**config.mk**
```make
export PLATFORM = sky130hd
export DESIGN_NAME = scor_regs
export DESIGN_NICKNAME = d
export VERILOG_FILES = /design/src/include/scor_pkg.sv /design/src/rtl/scor_regs.sv /design/src/rtl/scor_score_select.sv
export SDC_FILE = /design/constraint.sdc
export NUM_CORES = 1
export LEC_CHECK = 0
export BUFFER_PORTS_ARGS = -buffer_cell sky130_fd_sc_hd__buf_2
export CORE_ASPECT_RATIO = 0.75
export CORE_MARGIN = 4
export CORE_UTILIZATION = 51
export DETAILED_ROUTE_END_ITERATION = 8
export PLACE_DENSITY_LB_ADDON = 0.05
export SYNTH_ARGS = -nofsm -noshare
export SYNTH_HDL_FRONTEND = slang
export SYNTH_SLANG_ARGS = --single-unit
```
**constraint.sdc**
```tcl
create_clock -name clk_sys_in -period 2.4 [get_ports clk_sys_in]
set_input_delay 0.12 -clock clk_sys_in [delete_from_list [all_inputs] [get_ports clk_sys_in]]
set_output_delay 0.12 -clock clk_sys_in [all_outputs]
set_load 0.01 [all_outputs]
```
**src/include/scor_pkg.sv**
```systemverilog
// Package: offsets, field positions, reset values and encodings of the override bank
`default_nettype none
package scor_pkg;
   // Host port widths
   localparam int unsigned SCOR_AW = 8;
   localparam int unsigned SCOR_DW = 32;
   typedef logic [SCOR_AW-1:0] scor_addr_t;
   typedef logic [SCOR_DW-1:0] scor_word_t;

   // Register byte offsets
   localparam scor_addr_t SCOR_OFS_TP1_SCORE = 8'h64;
   localparam scor_addr_t SCOR_OFS_TP23_SCORE = 8'h68;
   localparam scor_addr_t SCOR_OFS_PAYLOAD_ALLOC = 8'h6C;
   localparam scor_addr_t SCOR_OFS_CRC_CONTROL = 8'h74;
   localparam scor_addr_t SCOR_OFS_CRC_RED = 8'h78;
   localparam scor_addr_t SCOR_OFS_CRC_GREEN = 8'h7C;
   localparam scor_addr_t SCOR_OFS_CRC_BLUE = 8'h80;
   localparam scor_addr_t SCOR_OFS_VIDEO_DESC = 8'h84;
   localparam scor_addr_t SCOR_OFS_AUDIO_DESC = 8'h88;
   localparam scor_addr_t SCOR_OFS_REMOTE_BYTE = 8'h8C;
   localparam scor_addr_t SCOR_OFS_SERVICE_IRQ = 8'h90;
   localparam scor_addr_t SCOR_OFS_VIDEO_UNSUP = 8'h94;
   localparam scor_addr_t SCOR_OFS_AUDIO_UNSUP = 8'h98;
   localparam scor_addr_t SCOR_OFS_LINK_RATE = 8'h9C;
   localparam scor_addr_t SCOR_OFS_OVERRIDE_CTRL = 8'hB8;

   // Score override fields
   localparam int unsigned SCOR_SCORE_EN_BIT = 31;
   localparam int unsigned SCOR_TP1_W = 15;
   localparam int unsigned SCOR_TP23_W = 13;

   // Allocation status field positions
   localparam int unsigned SCOR_SLOT_CNT_LSB = 16;
   localparam int unsigned SCOR_SLOT_START_LSB = 8;
   localparam int unsigned SCOR_PAYLOAD_ID_LSB = 0;
   localparam int unsigned SCOR_ALLOC_FW = 6;

   // CRC control fields
   localparam int unsigned SCOR_CRC_EN_BIT = 5;
   localparam int unsigned SCOR_CRC_CNT_W = 4;

   // Service interrupt fields
   localparam int unsigned SCOR_SVC_PEND_BIT = 0;
   localparam int unsigned SCOR_SVC_SINK_BIT = 1;
   localparam int unsigned SCOR_SVC_DOWN_BIT = 4;

   // Single-bit flag registers use bit 0
   localparam int unsigned SCOR_FLAG_BIT = 0;
   localparam int unsigned SCOR_BYTE_W = 8;

   // Link rate field and legal codes
   localparam int unsigned SCOR_RATE_W = 5;
   typedef logic [SCOR_RATE_W-1:0] scor_rate_t;
   localparam scor_rate_t SCOR_RATE_1G62 = 5'h06;
   localparam scor_rate_t SCOR_RATE_2G70 = 5'h0A;
   localparam scor_rate_t SCOR_RATE_5G40 = 5'h14;
   localparam scor_rate_t SCOR_RATE_8G10 = 5'h1E;
   localparam scor_rate_t SCOR_RATE_RST = SCOR_RATE_1G62;

   // Reset value and override control enable code
   localparam scor_word_t SCOR_WORD_RST = 32'h0000_0000;
   localparam scor_word_t SCOR_OVR_ENABLE = 32'h0000_0001;
endpackage
`default_nettype wire

```
**src/rtl/scor_regs.sv**
```systemverilog
// Sink configuration override register bank with host port and mirror outputs
// Function
// - First-pattern override bit 31 selects programmed score
// - Later-pattern override bit 31 selects programmed score
// - Allocation register mirrors slot count, start, ID
// - CRC control bit 5 enables external CRC
// - Video descriptor bit 0 announces local descriptor
// - Audio descriptor bit 0 announces local descriptor
// - Remote byte exposed to transmitter
// - Service bit 4 write flags down reply
// - Service bit 1 reflects sink-specific flag
// - Writing 0x1 sets remote-control-pending flag
// - Writing zero to service register changes nothing
// - Service reads return live vector state
// - Video unsupported bit 0 informs transmitter
// - Audio unsupported bit 0 informs transmitter
// - Legal rate codes 0x6, 0xA, 0x14, 0x1E
// - Override control 0x1 opens capability writes
`timescale 1ns/1ps
`default_nettype none
module scor_regs
   import scor_pkg::*;
(
   // Clock and reset
   input wire logic clk_sys_in,
   input wire logic rst_n_in,
   // Host register port
   input wire logic [SCOR_AW-1:0] host_addr_in,
   input wire logic host_wr_in,
   input wire logic host_rd_in,
   input wire logic [SCOR_DW-1:0] host_wdata_in,
   output logic [SCOR_DW-1:0] host_rdata_out,
   output logic host_rvalid_out,
   // Training score path
   input wire logic [SCOR_TP1_W-1:0] tp1_measured_in,
   input wire logic [SCOR_TP23_W-1:0] tp23_measured_in,
   output logic [SCOR_TP1_W-1:0] tp1_score_out,
   output logic [SCOR_TP23_W-1:0] tp23_score_out,
   // Sink configuration space mirror inputs
   input wire logic [SCOR_ALLOC_FW-1:0] slot_count_in,
   input wire logic [SCOR_ALLOC_FW-1:0] slot_start_in,
   input wire logic [SCOR_ALLOC_FW-1:0] payload_id_in,
   input wire logic sink_specific_interrupt_flag_in,
   input wire logic pending_clear_in, // Transmitter cleared remote-control-pending
   input wire logic down_reply_clear_in, // Transmitter cleared down reply ready
   input wire logic [SCOR_RATE_W-1:0] link_rate_setting_in, // Rate written by transmitter
   // CRC outputs
   output logic crc_enable_out,
   output logic [SCOR_CRC_CNT_W-1:0] crc_change_count_out,
   output logic [SCOR_DW-1:0] crc_red_out,
   output logic [SCOR_DW-1:0] crc_green_out,
   output logic [SCOR_DW-1:0] crc_blue_out,
   // Sink configuration space mirror outputs
   output logic video_local_descriptor_flag_out,
   output logic audio_local_descriptor_flag_out,
   output logic [SCOR_BYTE_W-1:0] remote_byte_out,
   output logic remote_control_pending_out,
   output logic down_reply_ready_out,
   output logic video_not_supported_out,
   output logic audio_not_supported_out,
   output logic capability_write_en_out,
   output logic [SCOR_RATE_W-1:0] link_rate_setting_out
);
   // Stored register contents
   scor_word_t tp1_ovr_r, tp1_ovr_nxt; // Score override for first pattern
   scor_word_t tp23_ovr_r, tp23_ovr_nxt; // Score override for later patterns
   logic crc_en_r, crc_en_nxt;
   logic [SCOR_CRC_CNT_W-1:0] crc_cnt_r, crc_cnt_nxt;
   scor_word_t crc_red_r, crc_red_nxt;
   scor_word_t crc_green_r, crc_green_nxt;
   scor_word_t crc_blue_r, crc_blue_nxt;
   logic vid_desc_r, vid_desc_nxt;
   logic aud_desc_r, aud_desc_nxt;
   logic [SCOR_BYTE_W-1:0] remote_r, remote_nxt;
   logic pend_r, pend_nxt; // Remote-control-pending flag of the vector
   logic down_r, down_nxt; // Down reply ready flag of the vector
   logic vid_unsup_r, vid_unsup_nxt;
   logic aud_unsup_r, aud_unsup_nxt;
   logic [SCOR_RATE_W-1:0] rate_ovr_r, rate_ovr_nxt; // Programmed rate code
   logic ovr_ctrl_r, ovr_ctrl_nxt; // Capability write access enable
   logic [SCOR_RATE_W-1:0] rate_eff_r, rate_eff_nxt; // Rate seen by the transmitter
   scor_word_t rdata_r, rdata_nxt;
   logic rvalid_r, rvalid_nxt;
   // Write strobe for one decoded offset
   function automatic logic hit(input scor_addr_t a, input scor_addr_t ofs, input logic stb);
      hit = stb && (a == ofs);
   endfunction
   // Only the four published rate codes are accepted
   function automatic logic rate_legal(input logic [SCOR_RATE_W-1:0] code);
      rate_legal = (code == SCOR_RATE_1G62) || (code == SCOR_RATE_2G70) ||
                   (code == SCOR_RATE_5G40) || (code == SCOR_RATE_8G10);
   endfunction

   // Score selectors; each registers its own result
   scor_score_select #(.W(SCOR_TP1_W)) u_tp1_sel (
      .clk_sys_in(clk_sys_in),
      .rst_n_in(rst_n_in),
      .override_en_in(tp1_ovr_r[SCOR_SCORE_EN_BIT]),
      .override_val_in(tp1_ovr_r[SCOR_TP1_W-1:0]),
      .measured_in(tp1_measured_in),
      .score_out(tp1_score_out)
   );

   scor_score_select #(.W(SCOR_TP23_W)) u_tp23_sel (
      .clk_sys_in(clk_sys_in),
      .rst_n_in(rst_n_in),
      .override_en_in(tp23_ovr_r[SCOR_SCORE_EN_BIT]),
      .override_val_in(tp23_ovr_r[SCOR_TP23_W-1:0]),
      .measured_in(tp23_measured_in),
      .score_out(tp23_score_out)
   );

   // Next values for the writable registers; the vector flags follow below
   always_comb begin
      tp1_ovr_nxt = tp1_ovr_r;
      tp23_ovr_nxt = tp23_ovr_r;
      crc_en_nxt = crc_en_r;
      crc_cnt_nxt = crc_cnt_r;
      crc_red_nxt = crc_red_r;
      crc_green_nxt = crc_green_r;
      crc_blue_nxt = crc_blue_r;
      vid_desc_nxt = vid_desc_r;
      aud_desc_nxt = aud_desc_r;
      remote_nxt = remote_r;
      vid_unsup_nxt = vid_unsup_r;
      aud_unsup_nxt = aud_unsup_r;
      rate_ovr_nxt = rate_ovr_r;
      ovr_ctrl_nxt = ovr_ctrl_r;
      // Unused score bits are dropped so reads show only real fields
      if (hit(host_addr_in, SCOR_OFS_TP1_SCORE, host_wr_in)) begin
         tp1_ovr_nxt = SCOR_WORD_RST;
         tp1_ovr_nxt[SCOR_SCORE_EN_BIT] = host_wdata_in[SCOR_SCORE_EN_BIT];
         tp1_ovr_nxt[SCOR_TP1_W-1:0] = host_wdata_in[SCOR_TP1_W-1:0];
      end
      if (hit(host_addr_in, SCOR_OFS_TP23_SCORE, host_wr_in)) begin
         tp23_ovr_nxt = SCOR_WORD_RST;
         tp23_ovr_nxt[SCOR_SCORE_EN_BIT] = host_wdata_in[SCOR_SCORE_EN_BIT];
         tp23_ovr_nxt[SCOR_TP23_W-1:0] = host_wdata_in[SCOR_TP23_W-1:0];
      end
      if (hit(host_addr_in, SCOR_OFS_CRC_CONTROL, host_wr_in)) begin
         crc_en_nxt = host_wdata_in[SCOR_CRC_EN_BIT];
         crc_cnt_nxt = host_wdata_in[SCOR_CRC_CNT_W-1:0];
      end
      // Colour values are held whole, as software computed them
      if (hit(host_addr_in, SCOR_OFS_CRC_RED, host_wr_in)) begin
         crc_red_nxt = host_wdata_in;
      end
      if (hit(host_addr_in, SCOR_OFS_CRC_GREEN, host_wr_in)) begin
         crc_green_nxt = host_wdata_in;
      end
      if (hit(host_addr_in, SCOR_OFS_CRC_BLUE, host_wr_in)) begin
         crc_blue_nxt = host_wdata_in;
      end
      if (hit(host_addr_in, SCOR_OFS_VIDEO_DESC, host_wr_in)) begin
         vid_desc_nxt = host_wdata_in[SCOR_FLAG_BIT];
      end
      if (hit(host_addr_in, SCOR_OFS_AUDIO_DESC, host_wr_in)) begin
         aud_desc_nxt = host_wdata_in[SCOR_FLAG_BIT];
      end
      if (hit(host_addr_in, SCOR_OFS_REMOTE_BYTE, host_wr_in)) begin
         remote_nxt = host_wdata_in[SCOR_BYTE_W-1:0];
      end
      if (hit(host_addr_in, SCOR_OFS_VIDEO_UNSUP, host_wr_in)) begin
         vid_unsup_nxt = host_wdata_in[SCOR_FLAG_BIT];
      end
      if (hit(host_addr_in, SCOR_OFS_AUDIO_UNSUP, host_wr_in)) begin
         aud_unsup_nxt = host_wdata_in[SCOR_FLAG_BIT];
      end
      if (hit(host_addr_in, SCOR_OFS_LINK_RATE, host_wr_in)) begin
         rate_ovr_nxt = host_wdata_in[SCOR_RATE_W-1:0];
      end
      // Only the exact value one opens access; anything else closes it
      if (hit(host_addr_in, SCOR_OFS_OVERRIDE_CTRL, host_wr_in)) begin
         ovr_ctrl_nxt = (host_wdata_in == SCOR_OVR_ENABLE);
      end
   end

   // Next values of the service vector flags; a set beats a same-cycle clear
   always_comb begin
      pend_nxt = pend_r;
      down_nxt = down_r;
      if (pending_clear_in) begin
         pend_nxt = 1'b0;
      end
      if (down_reply_clear_in) begin
         down_nxt = 1'b0;
      end
      // Ones set flags, zeros leave them alone
      if (hit(host_addr_in, SCOR_OFS_SERVICE_IRQ, host_wr_in)) begin
         if (host_wdata_in[SCOR_SVC_PEND_BIT]) begin
            pend_nxt = 1'b1;
         end
         if (host_wdata_in[SCOR_SVC_DOWN_BIT]) begin
            down_nxt = 1'b1;
         end
      end
   end

   // Rate the transmitter sees; an illegal code falls back to its own value
   always_comb begin
      if (ovr_ctrl_r && rate_legal(rate_ovr_r)) begin
         rate_eff_nxt = rate_ovr_r;
      end else begin
         rate_eff_nxt = link_rate_setting_in;
      end
   end

   // Read mux; one cycle latency, unmapped offsets read zero
   always_comb begin
      rdata_nxt = rdata_r;
      rvalid_nxt = host_rd_in;
      if (host_rd_in) begin
         rdata_nxt = SCOR_WORD_RST;
         unique case (host_addr_in)
            SCOR_OFS_TP1_SCORE: begin
               rdata_nxt = tp1_ovr_r;
            end
            SCOR_OFS_TP23_SCORE: begin
               rdata_nxt = tp23_ovr_r;
            end
            SCOR_OFS_PAYLOAD_ALLOC: begin
               rdata_nxt[SCOR_SLOT_CNT_LSB +: SCOR_ALLOC_FW] = slot_count_in;
               rdata_nxt[SCOR_SLOT_START_LSB +: SCOR_ALLOC_FW] = slot_start_in;
               rdata_nxt[SCOR_PAYLOAD_ID_LSB +: SCOR_ALLOC_FW] = payload_id_in;
            end
            SCOR_OFS_CRC_CONTROL: begin
               rdata_nxt[SCOR_CRC_EN_BIT] = crc_en_r;
               rdata_nxt[SCOR_CRC_CNT_W-1:0] = crc_cnt_r;
            end
            SCOR_OFS_CRC_RED: begin
               rdata_nxt = crc_red_r;
            end
            SCOR_OFS_CRC_GREEN: begin
               rdata_nxt = crc_green_r;
            end
            SCOR_OFS_CRC_BLUE: begin
               rdata_nxt = crc_blue_r;
            end
            SCOR_OFS_VIDEO_DESC: begin
               rdata_nxt[SCOR_FLAG_BIT] = vid_desc_r;
            end
            SCOR_OFS_AUDIO_DESC: begin
               rdata_nxt[SCOR_FLAG_BIT] = aud_desc_r;
            end
            SCOR_OFS_REMOTE_BYTE: begin
               rdata_nxt[SCOR_BYTE_W-1:0] = remote_r;
            end
            // Live vector state, not the last written word
            SCOR_OFS_SERVICE_IRQ: begin
               rdata_nxt[SCOR_SVC_PEND_BIT] = pend_r;
               rdata_nxt[SCOR_SVC_SINK_BIT] = sink_specific_interrupt_flag_in;
               rdata_nxt[SCOR_SVC_DOWN_BIT] = down_r;
            end
            SCOR_OFS_VIDEO_UNSUP: begin
               rdata_nxt[SCOR_FLAG_BIT] = vid_unsup_r;
            end
            SCOR_OFS_AUDIO_UNSUP: begin
               rdata_nxt[SCOR_FLAG_BIT] = aud_unsup_r;
            end
            SCOR_OFS_LINK_RATE: begin
               rdata_nxt[SCOR_RATE_W-1:0] = rate_ovr_r;
            end
            SCOR_OFS_OVERRIDE_CTRL: begin
               rdata_nxt[SCOR_FLAG_BIT] = ovr_ctrl_r;
            end
            default: begin
               rdata_nxt = SCOR_WORD_RST;
            end
         endcase
      end
   end

   // Register stage for every piece of state
   always_ff @(posedge clk_sys_in) begin
      if (!rst_n_in) begin
         tp1_ovr_r <= SCOR_WORD_RST;
         tp23_ovr_r <= SCOR_WORD_RST;
         crc_en_r <= 1'b0;
         crc_cnt_r <= '0;
         crc_red_r <= SCOR_WORD_RST;
         crc_green_r <= SCOR_WORD_RST;
         crc_blue_r <= SCOR_WORD_RST;
         vid_desc_r <= 1'b0;
         aud_desc_r <= 1'b0;
         remote_r <= '0;
         pend_r <= 1'b0;
         down_r <= 1'b0;
         vid_unsup_r <= 1'b0;
         aud_unsup_r <= 1'b0;
         rate_ovr_r <= SCOR_RATE_RST;
         ovr_ctrl_r <= 1'b0;
         rate_eff_r <= SCOR_RATE_RST;
         rdata_r <= SCOR_WORD_RST;
         rvalid_r <= 1'b0;
      end else begin
         tp1_ovr_r <= tp1_ovr_nxt;
         tp23_ovr_r <= tp23_ovr_nxt;
         crc_en_r <= crc_en_nxt;
         crc_cnt_r <= crc_cnt_nxt;
         crc_red_r <= crc_red_nxt;
         crc_green_r <= crc_green_nxt;
         crc_blue_r <= crc_blue_nxt;
         vid_desc_r <= vid_desc_nxt;
         aud_desc_r <= aud_desc_nxt;
         remote_r <= remote_nxt;
         pend_r <= pend_nxt;
         down_r <= down_nxt;
         vid_unsup_r <= vid_unsup_nxt;
         aud_unsup_r <= aud_unsup_nxt;
         rate_ovr_r <= rate_ovr_nxt;
         ovr_ctrl_r <= ovr_ctrl_nxt;
         rate_eff_r <= rate_eff_nxt;
         rdata_r <= rdata_nxt;
         rvalid_r <= rvalid_nxt;
      end
   end
   // Outputs straight from flops
   assign host_rdata_out = rdata_r;
   assign host_rvalid_out = rvalid_r;
   assign crc_enable_out = crc_en_r;
   assign crc_change_count_out = crc_cnt_r;
   assign crc_red_out = crc_red_r;
   assign crc_green_out = crc_green_r;
   assign crc_blue_out = crc_blue_r;
   assign video_local_descriptor_flag_out = vid_desc_r;
   assign audio_local_descriptor_flag_out = aud_desc_r;
   assign remote_byte_out = remote_r;
   assign remote_control_pending_out = pend_r;
   assign down_reply_ready_out = down_r;
   assign video_not_supported_out = vid_unsup_r;
   assign audio_not_supported_out = aud_unsup_r;
   assign capability_write_en_out = ovr_ctrl_r;
   assign link_rate_setting_out = rate_eff_r;
endmodule
`default_nettype wire

```
**src/rtl/scor_score_select.sv**
```systemverilog
// Score selector: chooses programmed override or measured training score
`timescale 1ns/1ps
`default_nettype none
module scor_score_select
   import scor_pkg::*;
#(
   parameter int unsigned W = SCOR_TP1_W
) (
   // Clock and reset
   input wire logic clk_sys_in,
   input wire logic rst_n_in,
   // Selection inputs
   input wire logic override_en_in, // Override enable bit from register
   input wire logic [W-1:0] override_val_in, // Programmed score
   input wire logic [W-1:0] measured_in, // Score measured by the receiver
   // Result
   output logic [W-1:0] score_out
);
   logic [W-1:0] score_r;
   logic [W-1:0] score_nxt;

   // Override wins only while its enable bit is set
   always_comb begin
      score_nxt = override_en_in ? override_val_in : measured_in;
   end

   // Register the chosen score so the output is a flop
   always_ff @(posedge clk_sys_in) begin
      if (!rst_n_in) begin
         score_r <= '0;
      end else begin
         score_r <= score_nxt;
      end
   end

   assign score_out = score_r;
endmodule
`default_nettype wire

```
==> metrics, run 1 <==
status finished, final reports clean; Worst-Margin Slew 704 ps; mapped cell area 0.00947 mm²; Clk Latency, worst-skew pair 510 ps; CP Launch Point rate_ovr_r[1]; Power Total 7900 µW; met3 wire length 3440 µm; Port Buf Inserts 279; synth top area cells dfxtp_1 46%, mux2i_1 11%, nand2_1 8.4%; die area 0.0208 mm²; footprint of the multi-input gates 0.00461 mm²; Max Fclk 552 MHz; crit-path max FO 7; LEAKAGE 0.00541 µW; max capacitance violation total 0; RSZ-0062 raised after global routing no; cell count after synthesis 1089; TritonCTS Buffers 22; via count 9415; WL final 33600 µm; Crit. End Element flip-flop; placed inst area 0.0110 mm²; nets 1507; fraction of layout cells with a size suffix above 1 30.2%; Storage cell area 0.00434 mm²; chip height 126 µm; Critical Path AT 2240 ps; initial antenna violation count 3; syn nets 1187; CTS tree done; P per Cell Area 635 mW/mm²; CTS Root Cell clkbuf_16; Placed Cells 1561; Worst R2R Path Depth 5; slew margin rel. 52.6%; Finished Cell Area 0.0125 mm²; Final min period 1810 ps; worst slack, placed 324 ps; vias in the first global route 8728; post-DP HPWL 22900 µm; top cell type's share of synthesized area 45.9%; worst setup path class reg2reg; crit path to link_rate_setting_out[3]; CTS max path bufs 3; Iter 0 DRT Violations 948; Filler cells 1493; Cell Count, Final, Fillers Out 1669; first drt pass iteration count 5; Std-Cell Rows 42; clk sinks 217; Post-synth EDFFs 0; Final period util 75.5%; grt ovf 0; # H-tree levels 1; post_cts resized 0; CP required 2830 ps; Hold Crit Class in2reg; # IOs 280; Tot GR Track Use 30.4%; Routed Antenna Nets 0; startpoint types flip-flop; wire length per cell 20.1 µm; Worst-path clk slew 70 ps; first-pass GRT wire length 50200 µm; met1 WL 14800 µm; Setup violations, final 0; area grow syn2layout 31.4%; Main synth FF type dfxtp_1; core region area 0.0179 mm²; r2r startpoint rate_ovr_r[1]; Initial Utilization 52.9%; syn_area_per_cell 8.70 µm²; commonest non-fill, non-tap cell in the layout buf_2; Seq/Total Area, Yosys 45.9%; maximum vdd drop 0.000450 V; final RePlAce weighted congestion 0.924; largest net degree at the start of global routing 72; leading area contributor after synthesis dfxtp_1; RR Endpoint link_rate_setting_out[3]; synth warn 0; vias per cell 5.64; met2 wire len 14600 µm; commonest non-fill, non-tap cells in the layout 279 x buf_2, 217 x dfxtp_1, 212 x nand2_1; residual DRC count 0; Top Layer Used met5; total negative slack 0 ps; Synth Register Bits 217; FFs w/ async S/R, synth 0%; Pins Over Slew Limit 0; Die X 165 µm; Fin. Hold Viols 0; Worst R2R Setup Slack 590 ps; clock skew 8.80 ps; post-synth cell types 65; Final WS setup 588 ps
-- power breakdown --
group	internal, µW	switching [µW]
logic	262	367
registers	3650	19.4
clock network	2170	1430
total	6090	1820
-- critical path, stage by stage, from the launching register on --
cell and delay [ps]:
dfxtp_1 470, or3b_2 460, o21ai_0 120, a21oi_1 110, nor2b_1 360, mux2i_1 230
-- cell families (layout without fill, tap and decap cells) --
logic type | count (synthesis) | in the layout | share of synthesized area [%]
AOI/OAI and AO/OA | 234 | 234 | 16.1
muxes | 110 | 110 | 11.8
other | 0 | 2 | 0
and+or+nand+nor | 430 | 430 | 20.6
buffers and inverters | 96 | 432 | 5.51
xor gates and xnor gates | 2 | 2 | 0.185
DFF | 217 | 217 | 45.9
-- sequential cells by signal, indices dropped and copies added (netlist names) --
signal                           count
crc_green_out                       32
host_rvalid_out                      1
audio_local_descriptor_flag_out      1
rate_ovr_r                           5
audio_not_supported_out              1
remote_control_pending_out           1
video_not_supported_out              1
down_reply_ready_out                 1
host_rdata_out                      32
crc_red_out                         32
u_tp23_sel.score_out                13
u_tp1_sel.score_out                 15
capability_write_en_out              1
crc_enable_out                       1
remote_byte_out                      8
video_local_descriptor_flag_out      1
tp23_ovr_r                          14
crc_change_count_out                 4
tp1_ovr_r                           16
link_rate_setting_out                5
crc_blue_out                        32
-- final cells by class --
class / count / area share, %
multi-input combinational: 776 / 37.0
clock buffer: 39 / 5.91
timing repair buffer: 387 / 19.3
tap: 242 / 2.43
antenna: 2 / 0.0402
clock inverter: 1 / 0.241
sequential: 217 / 34.9
inverter: 5 / 0.191
-- worst min path at each step --
| stage | start | end | slack, ps | depth (start not counted) |
|---|---|---|---|---|
| 2_1_floorplan | link_rate_setting_in[0] | link_rate_setting_out[0] | 230 | 2 |
| 3_3_place_gp | link_rate_setting_in[4] | link_rate_setting_out[4] | 340 | 2 |
| 3_5_place_dp | link_rate_setting_in[4] | link_rate_setting_out[4] | 340 | 2 |
| 4_1_cts | host_wdata_in[0] | crc_blue_out[0] | 10 | 3 |
| 5_1_grt | host_wdata_in[0] | crc_blue_out[0] | 20 | 3 |
| 6_report | host_wdata_in[0] | crc_blue_out[0] | 30 | 3 |
-- cells in the mapped netlist (all sizes together) (8+ instances only) --
cell type,instances
o21ai,25
a21oi,133
a221oi,8
a31oi,12
nand3,24
dfxtp,217
nor2,112
a22oi,11
buf,44
mux2i,104
clkbuf,47
nand2,239
a211oi,10
-- stage by stage --
| step | hold WS [ps] | utilization, % |
|---|---|---|
| after CTS | 12.7 | 69.5 |
| after global routing | 24.9 | 69.5 |
| after floorplan | 234 | - |
| after global placement | 335 | 61.5 |
| final | 30.0 | 69.5 |
| after detailed placement | 337 | 61.5 |
-- timing repair --
action                                 in CTS  in global routing
setup buffers                               0                  0
hold buffers                               66                  0
endpoints found under the hold margin     150                  0
-- layer usage --
metal | track usage [%] | up-vias
met4 | 7.03 | 2
met1 | 44.6 | 4455
met3 | 6.43 | 67
li1 | - | 4411
met2 | 46.1 | 480
met5 | 0 | -
No activity file was read; power rests on OpenSTA's default activity.
==> run 2, diff against run 1 <==
clock period = 1.8 ns   (was 2.4 ns; I/O delays follow)
==> run 2 against run 1 <==
Compared with the run above:
- clock skew rose by 2.3 ps
- register-to-register slack worse by 350 ps
- die area unchanged
- via count increased by 1.0%
- count of clock-buffer cells in the layout decreased by 5
- utilization is 1.1 points higher
- setup slack worse by 390 ps
- non-clock buffer count increased by 26
- worst hold slack lost 9.7 ps
- clock power up 25%
- highest routed layer is now met4
==> metrics, run 2 (synthesis results as in run 1) <==
hold-critical path endpoint crc_blue_out[3]; chip height 126 µm (unchanged); Worst R2R Setup Slack 240 ps (-350 ps); Final min period 1600 ps; Fin. Hold Viols 0 (unchanged); CTS Root Cell clkbuf_16; status finished, final reports clean; RSZ-0062 raised after global routing no; total negative slack 0 ps (unchanged); CP required 2240 ps (-590 ps); TritonCTS Buffers 22 (unchanged); grt ovf 0 (unchanged); post-DP HPWL 23500 µm (+2.8%); Final WS setup 196 ps (-392 ps); initial antenna violation count 2 (-1); WHS Path Cells 4 (+1); vias per cell 5.61 (-0.48%); Die X 165 µm (unchanged); # IOs 280 (unchanged); worst setup path class in2reg; maximum vdd drop 0.000749 V (+66%); fraction of layout cells with a size suffix above 1 31.5% (+1.2 points); final RePlAce weighted congestion 0.940 (+1.7%); Clk Latency, worst-skew pair 500 ps (about the same); residual DRC count 0 (unchanged); Top Layer Used met4; clk sinks 217 (unchanged); Tot GR Track Use 31.0% (+0.55 points); Setup violations, final 0 (unchanged); Critical Path AT 2050 ps (-190 ps); CTS max path bufs 3 (unchanged); LEAKAGE 0.00553 µW (+2.2%); met3 wire length 3640 µm (+5.7%); via count 9510 (+1.0%); Pins Over Slew Limit 0 (unchanged); met1 WL 14500 µm (-1.5%); crit-path max FO 7 (unchanged); Std-Cell Rows 42 (unchanged); Iter 0 DRT Violations 944 (-0.42%); Crit. End Element flip-flop; P per Cell Area 811 mW/mm² (+28%); wire length per cell 19.9 µm (-1.0%); clock skew 11.1 ps (+2.33 ps); worst slack, placed 68.0 ps (-256 ps); footprint of the multi-input gates 0.00461 mm² (unchanged); WL final 33700 µm (+0.45%); Cell Count, Final, Fillers Out 1694 (+1.5%); commonest non-fill, non-tap cells in the layout 279 x buf_2, 217 x dfxtp_1, 212 x nand2_1; Routed Antenna Nets 0 (unchanged); core region area 0.0179 mm² (unchanged); commonest non-fill, non-tap cell in the layout buf_2; RR Endpoint link_rate_setting_out[3]; first-pass GRT wire length 51100 µm (+1.7%); first drt pass iteration count 5 (unchanged); startpoint types input port; Port Buf Inserts 279 (unchanged); area grow syn2layout 33.6%; post_cts resized 0 (unchanged); nets 1533 (+1.7%); vias in the first global route 9006 (+3.2%); Worst R2R Path Depth 6 (+1); Worst-path clk slew 60 ps (about the same); Hold Crit Class in2reg; Filler cells 1472 (-1.4%); Worst-Margin Slew 531 ps (-173 ps); Max Fclk 624 MHz; r2r startpoint rate_ovr_r[3]; Final period util 89.1%; Initial Utilization 52.9% (unchanged); Placed Cells 1586 (+1.6%); met2 wire len 14900 µm (+2.2%); max capacitance violation total 0 (unchanged); largest net degree at the start of global routing 52 (-28%); CTS tree done; Storage cell area 0.00434 mm² (unchanged); die area 0.0208 mm² (unchanged); slew margin rel. 64.3% (+12 points); # H-tree levels 1 (unchanged); HP Start host_wdata_in[3]
run 2: cell count changes in the layout (fill, tap and decap cells not counted), moves of 2 or more:
cell,change
buf_4,+20
buf_12,+5
clkinv_2,+4
clkbuf_8,-3
clkbuf_1,-2
run 2: report_power, final:
part / internal [µW] / leakage [µW] / total, µW / switching [µW]
sequential: 4870 / 0.00176 / 4900 / 24.8
combinational: 367 / 0.00341 / 863 / 496
clock: 2610 / 0.000354 / 4500 / 1890
run 2: through the flow:
| stage | util, % | hold WS (ps) | area, µm² | total power (µW) |
|---|---|---|---|---|
| 3_5_place_dp | 62.9 | 308 | 11300 | 5740 |
| 2_1_floorplan | - | 204 | 9470 | 5340 |
| 3_3_place_gp | 62.9 | 303 | 11300 | 5740 |
| 6_report | 70.6 | 20.4 | 12700 | 10300 |
| 5_1_grt | 70.6 | 38.7 | 12700 | 10500 |
| 4_1_cts | 70.6 | 1.91 | 12600 | 10300 |
run 2: how the worst max path moves through the flow:
stage                           from                       end  depth (start not counted)
floorplan              rate_ovr_r[3]  link_rate_setting_out[1]                          7
global placement     host_addr_in[5]        host_rdata_out[14]                          6
detailed placement   host_addr_in[5]        host_rdata_out[14]                          6
CTS                 host_wdata_in[6]   capability_write_en_out                          8
global route        host_wdata_in[6]   capability_write_en_out                          8
finish              host_wdata_in[6]   capability_write_en_out                          8
run 2: critical path: stages:
cell	delay, ps
dlygate4sd3_1	540
buf_2	190
nor4_1	510
buf_4	210
nand4_1	130
nor3_1	220
a21oi_1	60
nor2_1	90
run 2: cell type report:
cell class / count / area share, %
Sequential cell: 217 / 34.3
Multi-Input combinational cell: 776 / 36.5
Inverter: 5 / 0.188
Tap cell: 242 / 2.39
Timing Repair Buffer: 413 / 21.0
Clock inverter: 4 / 0.158
Clock buffer: 34 / 5.43
Antenna cell: 3 / 0.0593
run 2: routing by layer:
layer | global-route usage (%) | up-vias
met5 | 0 | -
met4 | 6.79 | 0
met3 | 8.10 | 53
met2 | 47.8 | 522
met1 | 43.8 | 4471
li1 | - | 4464
run 2: repair_timing:
action / in CTS / in global routing
endpoints found under the setup margin: 0 / 0
hold buffers: 67 / 0
endpoints found under the hold margin: 156 / 0
buffers inserted: 0 / 0
